==> src/psvp_pkg.sv <==
// constants, types and timing for the serial program/verify port
package psvp_pkg;

	// ----------------------------------------------------------------
	// framing
	// ----------------------------------------------------------------
	localparam logic [31:0] KEY_VALUE = 32'h4d434850;
	localparam logic [4:0] KEY_LAST = 5'h1f;
	localparam logic [4:0] CMD_LAST = 5'h03;
	localparam logic [4:0] OUT_FIRST = 5'h0c;
	localparam logic [4:0] FRAME_LAST = 5'h13;
	localparam int PTR_W = 22;

	// ----------------------------------------------------------------
	// commands and special table addresses
	// ----------------------------------------------------------------
	localparam logic [3:0] CMD_CORE = 4'h0;
	localparam logic [3:0] CMD_SHIFT_LATCH = 4'h2;
	localparam logic [3:0] CMD_TR = 4'h8;
	localparam logic [3:0] CMD_TR_POSTINC = 4'h9;
	localparam logic [3:0] CMD_TR_POSTDEC = 4'ha;
	localparam logic [3:0] CMD_TR_PREINC = 4'hb;
	localparam logic [3:0] CMD_TW = 4'hc;
	localparam logic [3:0] CMD_TW_INC2 = 4'hd;
	localparam logic [3:0] CMD_TW_PROG_INC2 = 4'he;
	localparam logic [3:0] CMD_TW_PROG = 4'hf;
	localparam logic [21:0] BULK_ADDR_HI = 22'h3c0005;
	localparam logic [21:0] BULK_ADDR_LO = 22'h3c0004;
	localparam logic [15:0] BULK_CODE = 16'h0180;
	localparam logic [21:0] ROW_MASK = 22'h0003ff;

	// ----------------------------------------------------------------
	// apb register map and control fields
	// ----------------------------------------------------------------
	localparam logic [11:0] OFS_POINTER = 12'h000;
	localparam logic [11:0] OFS_LATCH = 12'h004;
	localparam logic [11:0] OFS_CONTROL = 12'h008;
	localparam logic [11:0] OFS_STATUS = 12'h00c;
	localparam int FC_WR = 1;
	localparam int FC_WRITE_ENABLE_BIT = 2;
	localparam int FC_FREE = 4;

	// ----------------------------------------------------------------
	// timing, in ns, and derived cycle counts at pclk
	// ----------------------------------------------------------------
	localparam int CLK_NS = 25;
	localparam int T_P9_NS = 1000000;
	localparam int T_P10_NS = 20000000;
	localparam int T_P11_NS = 100000000;
	localparam int T_P12_NS = 400;
	localparam int P9_CYC = (T_P9_NS + CLK_NS - 1) / CLK_NS;
	localparam int P10_CYC = (T_P10_NS + CLK_NS - 1) / CLK_NS;
	localparam int P11_CYC = (T_P11_NS + CLK_NS - 1) / CLK_NS;
	localparam int P12_CYC = (T_P12_NS + CLK_NS - 1) / CLK_NS;
	localparam int CNT_W = 24;

	// ----------------------------------------------------------------
	// types
	// ----------------------------------------------------------------
	typedef enum logic [2:0] {
		M_KEY = 3'b000,
		M_RUN = 3'b001,
		M_LOCK = 3'b010,
		M_ARMED = 3'b011,
		M_PROG = 3'b100
	} psvp_mode_t;

	typedef enum logic [1:0] {
		OP_NONE = 2'b00,
		OP_PROG = 2'b01,
		OP_ROW = 2'b10,
		OP_BULK = 2'b11
	} psvp_op_t;

	typedef struct packed {
		logic rd;
		logic wr;
		logic [21:0] addr;
		logic [15:0] wdata;
	} psvp_mem_req_t;

	typedef struct packed {
		logic start;
		psvp_op_t op;
		logic [21:0] addr;
		logic clr_protect;
	} psvp_flash_cmd_t;

endpackage

==> src/psvp_sync.sv <==
// two-stage synchroniser for the programming pins
`timescale 1ns/1ps
module psvp_sync
	import psvp_pkg::*;
#(
	parameter int WIDTH = 3
)
(
	// clock and reset
	input wire logic pclk,
	input wire logic presetn,
	// asynchronous levels in, synchronised levels out
	input wire logic [WIDTH-1:0] din,
	output logic [WIDTH-1:0] dout
);

	typedef struct packed {
		logic [WIDTH-1:0] s1;
		logic [WIDTH-1:0] s2;
	} psvp_sync_state_t;

	psvp_sync_state_t s;
	psvp_sync_state_t next_s;

	// first stage feeds only the second
	always_comb
	begin
		next_s.s1 = din;
		next_s.s2 = s.s1;
	end

	// ----------------------------------------------------------------
	// registers
	// ----------------------------------------------------------------
	always_ff @(posedge pclk or negedge presetn)
	begin
		if (!presetn)
			s <= '0;
		else
			s <= next_s;
	end

	assign dout = s.s2;

endmodule // psvp_sync

==> src/psvp_timer.sv <==
// countdown timer for self-timed flash operations and entry guard
`timescale 1ns/1ps
module psvp_timer
	import psvp_pkg::*;
#(
	parameter int WIDTH = CNT_W
)
(
	// clock and reset
	input wire logic pclk,
	input wire logic presetn,
	// control
	input wire logic load,
	input wire logic [WIDTH-1:0] count,
	// status
	output logic busy,
	output logic done
);

	typedef struct packed {
		logic [WIDTH-1:0] cnt;
		logic busy;
		logic done;
	} psvp_tmr_state_t;

	psvp_tmr_state_t s;
	psvp_tmr_state_t next_s;

	// busy for exactly count cycles (one cycle for a zero count), then one done pulse
	always_comb
	begin
		next_s = s;
		next_s.done = 1'b0;
		if (load)
		begin
			next_s.cnt = (count == '0) ? WIDTH'(1) : count;
			next_s.busy = 1'b1;
		end
		else if (s.busy)
		begin
			next_s.cnt = s.cnt - WIDTH'(1);
			if (s.cnt == WIDTH'(1))
			begin
				next_s.busy = 1'b0;
				next_s.done = 1'b1;
			end
		end
	end

	// ----------------------------------------------------------------
	// registers
	// ----------------------------------------------------------------
	always_ff @(posedge pclk or negedge presetn)
	begin
		if (!presetn)
			s <= '0;
		else
			s <= next_s;
	end

	assign busy = s.busy;
	assign done = s.done;

endmodule // psvp_timer

==> src/psvp_port.sv <==
// serial program/verify port: key entry, 20-bit frames, table access, flash launch
//
// Design decisions made here: the register offsets and register access over APB.
`timescale 1ns/1ps

// How it works
// (RULE1) programmer pulses enable, shifts key, re-raises enable
// (RULE2) programmer waits before shifting key bits
// (RULE3) enter mode only on exact key match
// (RULE4) key is MSB first, frames LSB first
// (RULE5) enable held; early frame bits ignored briefly
// (RULE6) unused pins high impedance while in mode
// (RULE7) programmer drops enable to leave the mode
// (RULE8) enable without key runs the application
// (RULE9) data sampled on serial clock falling edge
// (RULE10) frame is 4-bit command plus 16-bit operand
// (RULE11) reads: 8 bits in, 8 bits driven out
// (RULE12) decode core, latch-shift and four table reads
// (RULE13) decode four table write variants
// (RULE14) core command passes operand as an opcode
// (RULE15) write enable needed before write or erase; the bulk erase pair sets up bulk erase without it
// (RULE16) write start launches; erase select picks erase
// (RULE17) 0180h written at the erase pair requests bulk erase
// (RULE18) bulk erase clears protection; row erase never does
// (RULE19) bulk erase freezes serial logic from fourth fall
// (RULE20) row erase clears aligned 1024-byte row
// (RULE21) row erase runs while clock held high
// (RULE22) programmer fixes config bit after last row erase
// (RULE23) table pointer is 22 bits from three bytes
// (RULE24) bad key locks port until enable cycles
module psvp_port
	import psvp_pkg::*;
#(
	parameter int PROG_CYC = P9_CYC,
	parameter int ROW_CYC = P10_CYC,
	parameter int BULK_CYC = P11_CYC,
	parameter int GUARD_CYC = P12_CYC
)
(
	// apb slave
	input wire logic pclk,
	input wire logic presetn,
	input wire logic [11:0] paddr,
	input wire logic psel,
	input wire logic penable,
	input wire logic pwrite,
	input wire logic [31:0] pwdata,
	output logic [31:0] prdata,
	output logic pready,
	output logic pslverr,
	// programming pins
	input wire logic program_enable_pin,
	input wire logic serial_prog_clock,
	input wire logic serial_prog_data_in,
	output logic serial_prog_data_out,
	output logic serial_prog_data_oe,
	// core instruction injection
	output logic [15:0] core_opcode,
	output logic core_opcode_valid,
	// table memory access
	output psvp_mem_req_t mem_req,
	input wire logic [7:0] mem_rd_data,
	// flash operation launch
	output psvp_flash_cmd_t flash_cmd,
	input wire logic code_protected,
	// device mode
	output logic app_run,
	output logic io_hiz
);

	typedef struct packed {
		psvp_mode_t mode;
		logic en_q;
		logic clk_q;
		logic [31:0] key_sr;
		logic [4:0] key_cnt;
		logic [4:0] bit_cnt;
		logic [3:0] cmd;
		logic [15:0] opnd;
		logic [PTR_W-1:0] table_pointer;
		logic [7:0] table_latch;
		logic [7:0] out_sr;
		logic dout;
		logic doe;
		logic rd_pend;
		logic write_enable_bit;
		logic free;
		logic wr;
		logic [7:0] bulk_hi;
		psvp_op_t pend;
		logic [PTR_W-1:0] pend_addr;
		logic busy;
		logic guard;
		logic [15:0] core_op;
		logic core_vld;
		psvp_mem_req_t mem;
		psvp_flash_cmd_t flash;
		logic [31:0] prdata;
		logic pready;
		logic pslverr;
		logic app_run;
		logic io_hiz;
	} psvp_state_t;

	psvp_state_t s;
	psvp_state_t next_s;

	logic [2:0] pins;
	logic s_en;
	logic s_clk;
	logic s_dat;
	logic tmr_load;
	logic [CNT_W-1:0] tmr_count;
	logic tmr_busy;
	logic tmr_done;

	// ----------------------------------------------------------------
	// helpers
	// ----------------------------------------------------------------
	// address decode shared by read and write paths: {hit, index}
	function automatic logic [2:0] reg_sel(input logic [11:0] a);
		unique case (a)
			OFS_POINTER: reg_sel = 3'h4;
			OFS_LATCH: reg_sel = 3'h5;
			OFS_CONTROL: reg_sel = 3'h6;
			OFS_STATUS: reg_sel = 3'h7;
			default: reg_sel = 3'h0;
		endcase
	endfunction

	// self-timed duration for each flash operation
	function automatic logic [CNT_W-1:0] op_cycles(input psvp_op_t op);
		unique case (op)
			OP_ROW: op_cycles = CNT_W'(ROW_CYC);
			OP_BULK: op_cycles = CNT_W'(BULK_CYC);
			default: op_cycles = CNT_W'(PROG_CYC);
		endcase
	endfunction

	// ----------------------------------------------------------------
	// pin synchronisers and timer
	// ----------------------------------------------------------------
	psvp_sync #(.WIDTH(3)) u_sync (
		.pclk(pclk),
		.presetn(presetn),
		.din({program_enable_pin, serial_prog_clock, serial_prog_data_in}),
		.dout(pins)
	);

	assign s_en = pins[2];
	assign s_clk = pins[1];
	assign s_dat = pins[0];

	psvp_timer #(.WIDTH(CNT_W)) u_timer (
		.pclk(pclk),
		.presetn(presetn),
		.load(tmr_load),
		.count(tmr_count),
		.busy(tmr_busy),
		.done(tmr_done)
	);

	// ----------------------------------------------------------------
	// next-state logic
	// ----------------------------------------------------------------
	always_comb
	begin
		logic en_rise;
		logic en_fall;
		logic clk_rise;
		logic clk_fall;
		logic launch;
		logic [2:0] sel;
		logic [3:0] cmd_now;
		logic [15:0] opnd_now;
		logic [31:0] fc_word;
		en_rise = s_en & ~s.en_q;
		en_fall = ~s_en & s.en_q;
		clk_rise = s_clk & ~s.clk_q;
		clk_fall = ~s_clk & s.clk_q;
		launch = 1'b0;
		sel = reg_sel(paddr);
		cmd_now = {s_dat, s.cmd[3:1]};
		opnd_now = {s_dat, s.opnd[15:1]};
		fc_word = '0;
		fc_word[FC_WR] = s.wr;
		fc_word[FC_WRITE_ENABLE_BIT] = s.write_enable_bit;
		fc_word[FC_FREE] = s.free;
		next_s = s;
		tmr_load = 1'b0;
		tmr_count = '0;
		next_s.en_q = s_en;
		next_s.clk_q = s_clk;
		next_s.core_vld = 1'b0;
		next_s.mem.rd = 1'b0;
		next_s.mem.wr = 1'b0;
		next_s.flash.start = 1'b0;

		// read data comes back the cycle after the request
		if (s.rd_pend)
		begin
			next_s.table_latch = mem_rd_data;
			next_s.rd_pend = 1'b0;
		end

		// end of a self-timed phase; write-start clears when flash is done
		if (tmr_done)
		begin
			if (s.guard)
				next_s.guard = 1'b0;
			else
			begin
				next_s.busy = 1'b0;
				next_s.wr = 1'b0;
			end
		end

		// apb: one wait state, answer registered
		next_s.pready = 1'b0;
		next_s.pslverr = 1'b0;
		if (psel && penable && !s.pready)
		begin
			next_s.pready = 1'b1;
			next_s.pslverr = ~sel[2];
			unique case (sel)
				3'h4: next_s.prdata = {10'h000, s.table_pointer}; // (RULE23)
				3'h5: next_s.prdata = {24'h000000, s.table_latch};
				3'h6: next_s.prdata = fc_word;
				3'h7: next_s.prdata = {26'h0000000, s.pend != OP_NONE, s.guard, s.busy, s.mode};
				default: next_s.prdata = 32'h00000000;
			endcase
		end
		// write takes effect on the completing edge; a register write beats the hardware clear above
		if (psel && penable && pwrite && s.pready)
		begin
			unique case (sel)
				3'h4: next_s.table_pointer = pwdata[PTR_W-1:0];
				3'h5: next_s.table_latch = pwdata[7:0];
				3'h6:
				begin
					next_s.write_enable_bit = pwdata[FC_WRITE_ENABLE_BIT];
					next_s.free = pwdata[FC_FREE];
					// write-start only with write enable already set
					if (pwdata[FC_WR] && s.write_enable_bit && !s.busy && s.pend == OP_NONE) // (RULE15)
					begin
						if (pwdata[FC_FREE])
						begin
							// protected rows are refused so protection survives
							if (!code_protected) // (RULE18)
							begin
								next_s.pend = OP_ROW; // (RULE16)
								next_s.pend_addr = s.table_pointer & ~ROW_MASK; // (RULE20)
								next_s.wr = 1'b1;
							end
						end
						else
						begin
							next_s.pend = OP_PROG; // (RULE16)
							next_s.pend_addr = s.table_pointer;
							next_s.wr = 1'b1;
						end
					end
				end
				default: ;
			endcase
		end

		// ------------------------------------------------------------
		// mode sequencing
		// ------------------------------------------------------------
		unique case (s.mode)
			M_KEY:
			begin
				if (en_rise)
					next_s.mode = M_RUN; // (RULE8)
				else if (clk_fall)
				begin
					next_s.key_sr = {s.key_sr[30:0], s_dat}; // (RULE4)
					next_s.key_cnt = s.key_cnt + 5'h01;
					if (s.key_cnt == KEY_LAST)
						next_s.mode = ({s.key_sr[30:0], s_dat} == KEY_VALUE) ? M_ARMED : M_LOCK; // (RULE3)
				end
			end
			M_ARMED:
			begin
				if (en_rise)
				begin
					// ignore the link briefly after entry
					next_s.mode = M_PROG;
					next_s.guard = 1'b1; // (RULE5)
					next_s.bit_cnt = 5'h00;
					tmr_load = 1'b1;
					tmr_count = CNT_W'(GUARD_CYC);
				end
			end
			M_LOCK:
			begin
				// serial activity ignored until enable is cycled
				if (en_rise)
					next_s.mode = M_RUN; // (RULE24)
			end
			M_RUN:
			begin
				if (en_fall)
				begin
					next_s.mode = M_KEY;
					next_s.key_cnt = 5'h00;
				end
			end
			M_PROG:
			begin
				if (en_fall)
				begin
					// leaving the mode drops any frame or pending launch
					next_s.mode = M_KEY;
					next_s.key_cnt = 5'h00;
					next_s.bit_cnt = 5'h00;
					next_s.doe = 1'b0;
					next_s.pend = OP_NONE;
				end
				else if (!s.busy && !s.guard) // (RULE19)
				begin
					// readback bits change on the rising edge
					if (clk_rise)
					begin
						if (s.bit_cnt == CMD_LAST && s.pend != OP_NONE && s.pend != OP_BULK)
							launch = 1'b1; // (RULE21)
						if (s.bit_cnt == OUT_FIRST && (s.cmd == CMD_SHIFT_LATCH || s.cmd[3:2] == 2'b10))
						begin
							next_s.doe = 1'b1; // (RULE11)
							next_s.dout = s.table_latch[0];
							next_s.out_sr = {1'b0, s.table_latch[7:1]};
						end
						else if (s.doe)
						begin
							next_s.dout = s.out_sr[0];
							next_s.out_sr = {1'b0, s.out_sr[7:1]};
						end
					end
					// frame bits sampled on the falling edge, lsb first
					if (clk_fall) // (RULE9)
					begin
						next_s.bit_cnt = s.bit_cnt + 5'h01;
						if (s.bit_cnt <= CMD_LAST)
							next_s.cmd = cmd_now;
						else
							next_s.opnd = opnd_now; // (RULE10)
						if (s.bit_cnt == CMD_LAST)
						begin
							if (s.pend == OP_BULK)
								launch = 1'b1; // (RULE19)
							// table reads fetch once the command is known
							unique case (cmd_now) // (RULE12)
								CMD_TR, CMD_TR_POSTINC, CMD_TR_POSTDEC:
								begin
									next_s.mem.rd = 1'b1;
									next_s.mem.addr = s.table_pointer;
									next_s.rd_pend = 1'b1;
									if (cmd_now == CMD_TR_POSTINC)
										next_s.table_pointer = s.table_pointer + 22'h000001;
									if (cmd_now == CMD_TR_POSTDEC)
										next_s.table_pointer = s.table_pointer - 22'h000001;
								end
								CMD_TR_PREINC:
								begin
									next_s.mem.rd = 1'b1;
									next_s.mem.addr = s.table_pointer + 22'h000001;
									next_s.rd_pend = 1'b1;
									next_s.table_pointer = s.table_pointer + 22'h000001;
								end
								default: ;
							endcase
						end
						if (s.bit_cnt == FRAME_LAST)
						begin
							next_s.bit_cnt = 5'h00;
							next_s.doe = 1'b0;
							unique case (s.cmd)
								CMD_CORE:
								begin
									next_s.core_op = opnd_now; // (RULE14)
									next_s.core_vld = 1'b1;
								end
								CMD_TW, CMD_TW_INC2, CMD_TW_PROG_INC2, CMD_TW_PROG: // (RULE13)
								begin
									next_s.mem.wr = 1'b1;
									next_s.mem.addr = s.table_pointer;
									next_s.mem.wdata = opnd_now;
									// erase pair: 01h then 80h forms the bulk code
									if (s.table_pointer == BULK_ADDR_HI)
										next_s.bulk_hi = opnd_now[7:0];
									if (s.table_pointer == BULK_ADDR_LO && {s.bulk_hi, opnd_now[7:0]} == BULK_CODE)
										next_s.pend = OP_BULK; // (RULE17)
									if (s.cmd == CMD_TW_INC2 || s.cmd == CMD_TW_PROG_INC2)
										next_s.table_pointer = s.table_pointer + 22'h000002;
									if (s.cmd[1] && s.write_enable_bit) // (RULE15)
									begin
										next_s.pend = OP_PROG;
										next_s.pend_addr = s.table_pointer;
										next_s.wr = 1'b1;
									end
								end
								default: ;
							endcase
						end
					end
				end
			end
			default: next_s.mode = M_KEY;
		endcase

		// ------------------------------------------------------------
		// flash launch: serial logic frozen until the timer ends
		// ------------------------------------------------------------
		if (launch)
		begin
			next_s.flash.start = 1'b1;
			next_s.flash.op = s.pend;
			next_s.flash.addr = s.pend_addr;
			next_s.flash.clr_protect = (s.pend == OP_BULK); // (RULE18)
			next_s.busy = 1'b1;
			next_s.pend = OP_NONE;
			tmr_load = 1'b1;
			tmr_count = op_cycles(s.pend);
		end

		next_s.app_run = (next_s.mode == M_RUN);
		next_s.io_hiz = (next_s.mode == M_PROG); // (RULE6)
	end

	// ----------------------------------------------------------------
	// registers
	// ----------------------------------------------------------------
	always_ff @(posedge pclk or negedge presetn)
	begin
		if (!presetn)
			s <= '0;
		else
			s <= next_s;
	end

	// outputs straight from the state register
	assign prdata = s.prdata;
	assign pready = s.pready;
	assign pslverr = s.pslverr;
	assign serial_prog_data_out = s.dout;
	assign serial_prog_data_oe = s.doe;
	assign core_opcode = s.core_op;
	assign core_opcode_valid = s.core_vld;
	assign mem_req = s.mem;
	assign flash_cmd = s.flash;
	assign app_run = s.app_run;
	assign io_hiz = s.io_hiz;

endmodule // psvp_port

==> config.mk <==
export PLATFORM = sky130hd
export DESIGN_NAME = psvp_port
export DESIGN_NICKNAME = d
export VERILOG_FILES = /design/src/psvp_pkg.sv /design/src/psvp_sync.sv /design/src/psvp_timer.sv /design/src/psvp_port.sv
export SDC_FILE = /design/constraint.sdc
export NUM_CORES = 1
export LEC_CHECK = 0
export BUFFER_PORTS_ARGS = -buffer_cell sky130_fd_sc_hd__buf_4
export CAP_MARGIN = 20
export CORE_MARGIN = 4
export CORE_UTILIZATION = 54
export CTS_CLUSTER_DIAMETER = 80
export DETAILED_ROUTE_END_ITERATION = 6
export PLACE_DENSITY = 0.78
export SLEW_MARGIN = 15
export SYNTH_ARGS = -nofsm -noshare
export SYNTH_HDL_FRONTEND = slang
export SYNTH_SLANG_ARGS = --single-unit
==> constraint.sdc <==
create_clock -name pclk -period 2.5 [get_ports pclk]
set_input_delay 0.25 -clock pclk [delete_from_list [all_inputs] [get_ports pclk]]
set_output_delay 0.25 -clock pclk [all_outputs]
set_load 0.005 [all_outputs]
Word-level counts from Yosys, hierarchy flattened
Index checks and enable logic that the tools add are counted.
{"block": "classes", "add_sub_neg": 6, "n_mul": 0, "n_div": 0, "n_lt_le_gt_ge": 1, "n_eq_ne": 42, "shifts": 0, "n_mux": 109, "bitwise_logic": 12, "reduce_logical": 47}
{"cell": "$mux W22", "count": 11}
{"cell": "$mux W24", "count": 9}
{"cell": "$mux W33", "count": 5}
{"cell": "$mux W41", "count": 4}
{"cell": "$pmux W22 S2", "count": 3}
{"cell": "$mux W47", "count": 2}
{"cell": "$pmux W22 S4", "count": 1}
{"cell": "$mux W39", "count": 2}
{"cell": "$mux W26", "count": 2}
{"cell": "$eq A22 B22 Y1 const B", "count": 2}
{"cell": "$mux W5", "count": 7}
{"cell": "$mux W1", "count": 34}
{"cell": "$eq A32 B31 Y1 const B", "count": 1}
{"cell": "$eq A4 B4 Y1 const B", "count": 8}
{"cell": "$mux W30", "count": 1}
{"cell": "$mux W9", "count": 3}
{"cell": "$mux W25", "count": 1}
{"cell": "$eq A12 B4 Y1 const B", "count": 2}
{"cell": "$eq A24 B1 Y1 const B", "count": 1}
{"cell": "$logic_not A24 Y1", "count": 1}
{"cell": "$mux W8", "count": 3}
{"cell": "$pmux W3 S4", "count": 2}
{"cell": "$sub A24 B1 Y24 const B", "count": 1}
{"cell": "$add A22 B1 Y22 const B", "count": 1}
{"cell": "43 further kinds", "count": 110}
{"block": "word_totals", "register_bits": 285, "latch_bits": 0, "mem_bits_rw": 0, "rom_bits": 0, "inputBits": 61, "output_inout_bits": 121, "wordCells": 259, "n_memories": 0}

Depth between registers and ports, before layout
{"block": "depth", "depth_word": 16, "mapped_depth": 11, "depth_no_buf": 9}

By module
Synthesis repeated with hierarchy kept, for this count alone.
{"block": "unflattened", "cells_unflattened": 1686, "area_unflattened_um2": 16279.4}
{"module": "psvp_port", "n_inst": 1, "cells_per_inst": 1506, "area_each_um2": 14528.9}
{"module": "psvp_timer", "n_inst": 1, "cells_per_inst": 174, "area_each_um2": 1600.3}
{"module": "psvp_sync", "n_inst": 1, "cells_per_inst": 6, "area_each_um2": 150.1}

Worst setup path after synthesis
No wires, ideal clock.
{"block": "synth_timing", "kind": "register -> register", "start": "register s[177] (netlist name)", "end": "register s[190] (netlist name)", "setup_ps": 65, "arrival_ps": 2672, "setup_slack_ps": -237, "path_stages_with_launch": 11, "cell_sequence": "dfrtp_1 -> clkbuf_1 -> inv_1 -> ha_1 -> a21boi_0 -> nand3_1 -> or3_1 -> or3_1 -> xor2_1 -> a221oi_1 -> a211o_1"}
{"element": "from (decl)", "line": "psvp_port.sv:105", "text": "psvp_state_t s;"}
{"element": "from (signal assigned)", "line": "psvp_port.sv:439", "text": "s <= next_s;"}

==> flow_summary.toml <==
[outcome]
status = "completed"

[cts]
cts.clk_slew.worst_paths_ns = 0.06
insertion_delay_ns = 0.56
clock-sinks = 282
tritoncts = "built"
cts_buffers = 30
ctsHtreeMaxLevel = 1
root_buffer = "clkbuf_16"
cts_buffer_depth = 3

[detailed_routing]
via_count = 13831
wire_per_inst_um = 22.0
drc_errors = 0
drtIter0Drc = 1537
viasPerCell = 6.05
drt_wl_total_um = 50300
dr.pass1.iters = 6
drtAntennaViolNets = 0

[logic_synthesis]
synth_area_leaders = "dfrtp_1 45%, nand2_1 6.8%, mux2_2 6.0%"
synth.area.mux_share_pct = 9.22
syn_area_per_cell_um2 = 9.46
ys_ff_latch = 282
synth_fa_ha_area_share_pct = 1.05
synthSimpleGateAreaFrac_pct = 18.6
syn-cell-area_um2 = 15500
yosys_warnings = 0
synth_top_family_by_area = "simple AND/OR/NAND/NOR gates"
syn-instance-count = 1644
synth_compound_area_share_pct = 13.9
synthTopCellsByCount = "283 x nand2_1, 282 x dfrtp_1, 115 x buf_4, 106 x nor2_1, 104 x o21ai_0"
yosys.area.top_type = "dfrtp_1"
synth-async-reset-ratio_pct = 100
ys_seq_area_share_pct = 45.4
yosys.area.top_type_share_pct = 45.4
ys.flop_type = "dfrtp_1"
synth_xor_area_share_pct = 3.27
ys_types = 85
yosysMostFrequentCell = "nand2_1"
synth_edf_count = 0

[placement]
port_buffers = 161
place.gp.congestion = 1.04
dpl_cell_area_um2 = 17800
dp_hpwl_um = 35900
post-place-ws_ns = -0.437

[floorplanning]
row_count = 61
die_area_um2 = 31600
core-area_um2 = 28100
ioPinCount = 182
die_w_um = 178
start_util_pct = 55.4
die-height_um = 178

[finish]
layout-drive-gt1-share_pct = 31.6
nFillCells = 2165
diodes = 0
area_growth_pct = 25.4
multi_input_area_um2 = 7470
final_util_pct = 69.4
regArea_um2 = 7060
stdcell_area_um2 = 19500
nNetsFinal = 1958

[timing]
worst_pin_slew_ns = 0.782
period_share_pct = 99.7
rsz0062_at_grt = "yes"
max_freq_ghz = 0.401
period_needed_ns = 2.49
setup_ws_ns = 0.00714
setup_viol_count_final = 0
slew_headroom_pct = 47.4
fin_skew_ns = 0.0162
drv_slew = 0
finalHoldViolations = 0

[grt]
grt_first_pass_wirelength_um = 76600
grt_max_degree = 65
grt.overflow.total = 0
grt_usage_pct = 30.9
antenna_found_initial = 0
grt_pass1_vias = 13435

[critical_path]
arrival_ns = 2.84
cp-end-kind = "flip-flop"
r2r_start = "s[177]$_DFF_PN0_"
cp.required_ns = 2.85
rr_worst_depth = 9
start_kind = "flip-flop"
crit_type = "reg2reg"
critPathMaxFanout = 4
r2r-end = "s[184]$_DFF_PN0_"
regToRegSetupSlack_ns = 0.007

[power_and_ir_drop]
power_leakage_nw = 9.37
p_total_mw = 9.67
power_density_nw_per_um2 = 496
ir_drop_v = 0.000640

[min_path]
min_from = "pwdata[14]"
hold_path.class = "in2reg"
hold_end = "s[189]$_DFF_PN0_"
holdPathStages = 3

[run]
drv_cap = 0
==> worst max path at each step <==
stage / from / to / slack [ns] / depth (start not counted)
final: s[177]$_DFF_PN0_ / s[184]$_DFF_PN0_ / 0.007 / 9
after global routing: s[186]$_DFF_PN0_ / s[143]$_DFF_PN0_ / -0.09 / 8
after CTS: u_sync.dout[1]$_DFF_PN0_ / core_opcode[5]$_DFFE_PN0P_ / -0.0000004 / 7
after detailed placement: s[191]$_DFF_PN0_ / s[143]$_DFF_PN0_ / -0.44 / 8
after global placement: s[186]$_DFF_PN0_ / s[143]$_DFF_PN0_ / -0.31 / 8
after floorplan: s[218]$_DFFE_PN0P_ / u_timer.s[20]$_DFFE_PN0P_ / 0.006 / 10
==> final cells by class <==
type	count	share of cell area, %
Multi-Input combinational cell	1138	38.3
Tap cell	378	2.43
Timing Repair Buffer	414	17.5
Clock buffer	40	4.46
Clock inverter	15	0.751
Inverter	18	0.347
Sequential cell	282	36.2
==> layer usage <==
layer	global-route usage (%)	part of all wire, %
met3	5.86	9.0
met1	43.3	42
met5	0	0
met4	10.1	3.8
met2	49.0	45
==> logic make-up (layout without fill, tap and decap cells) <==
family / count (synthesis) / in the layout
compound gates: 332 / 332
mux: 124 / 124
other cells: 1 / 10
buf+inv: 233 / 487
fa+ha+maj: 13 / 13
flops: 282 / 282
xor+xnor: 58 / 58
simple gates: 601 / 601
==> placed cells by master, fill, tap and decap left out, types with 8 or more instances in the layout <==
cell type      synthesis  routed
nand2_1              283     280
buf_12                 0      14
ha_1                  13      12
mux2_4                10      21
buf_4                115     369
nand4_1               18      18
a21oi_1               59      58
xnor2_1               36      36
and3_1                 9       9
o22ai_1               20      20
mux2i_1               28      28
nor3_1                29      27
clkbuf_16              0      33
a22oi_1               14      14
or3_1                 11       8
nor4_1                20      17
dfrtp_1              282     282
a22o_1                23      23
nor4b_1               13       9
dlygate4sd3_1          0      19
o21ai_0              104     103
and2_1                 8       8
nand2b_1               9       9
inv_1                 18      17
a31oi_1               18      17
mux2_2                83      72
xor2_1                22      22
a221oi_1              10       8
nand3_1               36      34
conb_1                 1      10
nor2_1               106     101
==> flip-flops by register name, summed over array words and instances, names as in the netlist <==
signal and count:
core_opcode_valid 1, u_timer.s 24, serial_prog_data_oe 1, core_opcode 16, app_run 1, serial_prog_data_out 1, mem_req 40, u_timer.busy 1
u_timer.done 1, prdata 22, u_sync.dout 3, pslverr 1, s 139, flash_cmd 26, pready 1, u_sync.next_s 3
io_hiz 1
==> worst max-delay path, cell delays in order, from the launching register on <==
cell,delay [ns]
dfrtp_1,0.40
inv_1,0.11
ha_1,0.24
a21bo_2,0.28
nor4b_1,0.35
xor2_1,0.10
o21ai_0,0.26
a22oi_1,0.12
o211ai_1,0.18
o221ai_1,0.25
==> repair_timing <==
action,4_1_cts,5_1_grt
gates resized for setup,10,60
setup endpoints to repair,39,70
hold endpoints to repair,69,0
pin swaps,3,8
hold buffers,19,0
setup buffers,1,13
cloned,0,2
==> metrics by stage <==
stage	instances	TNS (ns)	hold WS, ns
after floorplan	1653	0	-0.0456
after global placement	2195	-4.78	0.236
after detailed placement	2195	-7.60	0.242
after CTS	2270	0	0.00987
after global routing	2285	-0.508	0.0282
final	2285	0	0.0324
==> report_power, final <==
part / total [mW] / switching, mW / internal [mW]
sequential: 4.70 / 0.0608 / 4.64
combinational: 0.445 / 0.244 / 0.200
clock: 4.52 / 1.87 / 2.65
total: 9.67 / 2.17 / 7.49
(Power assumes the default switching activity.)
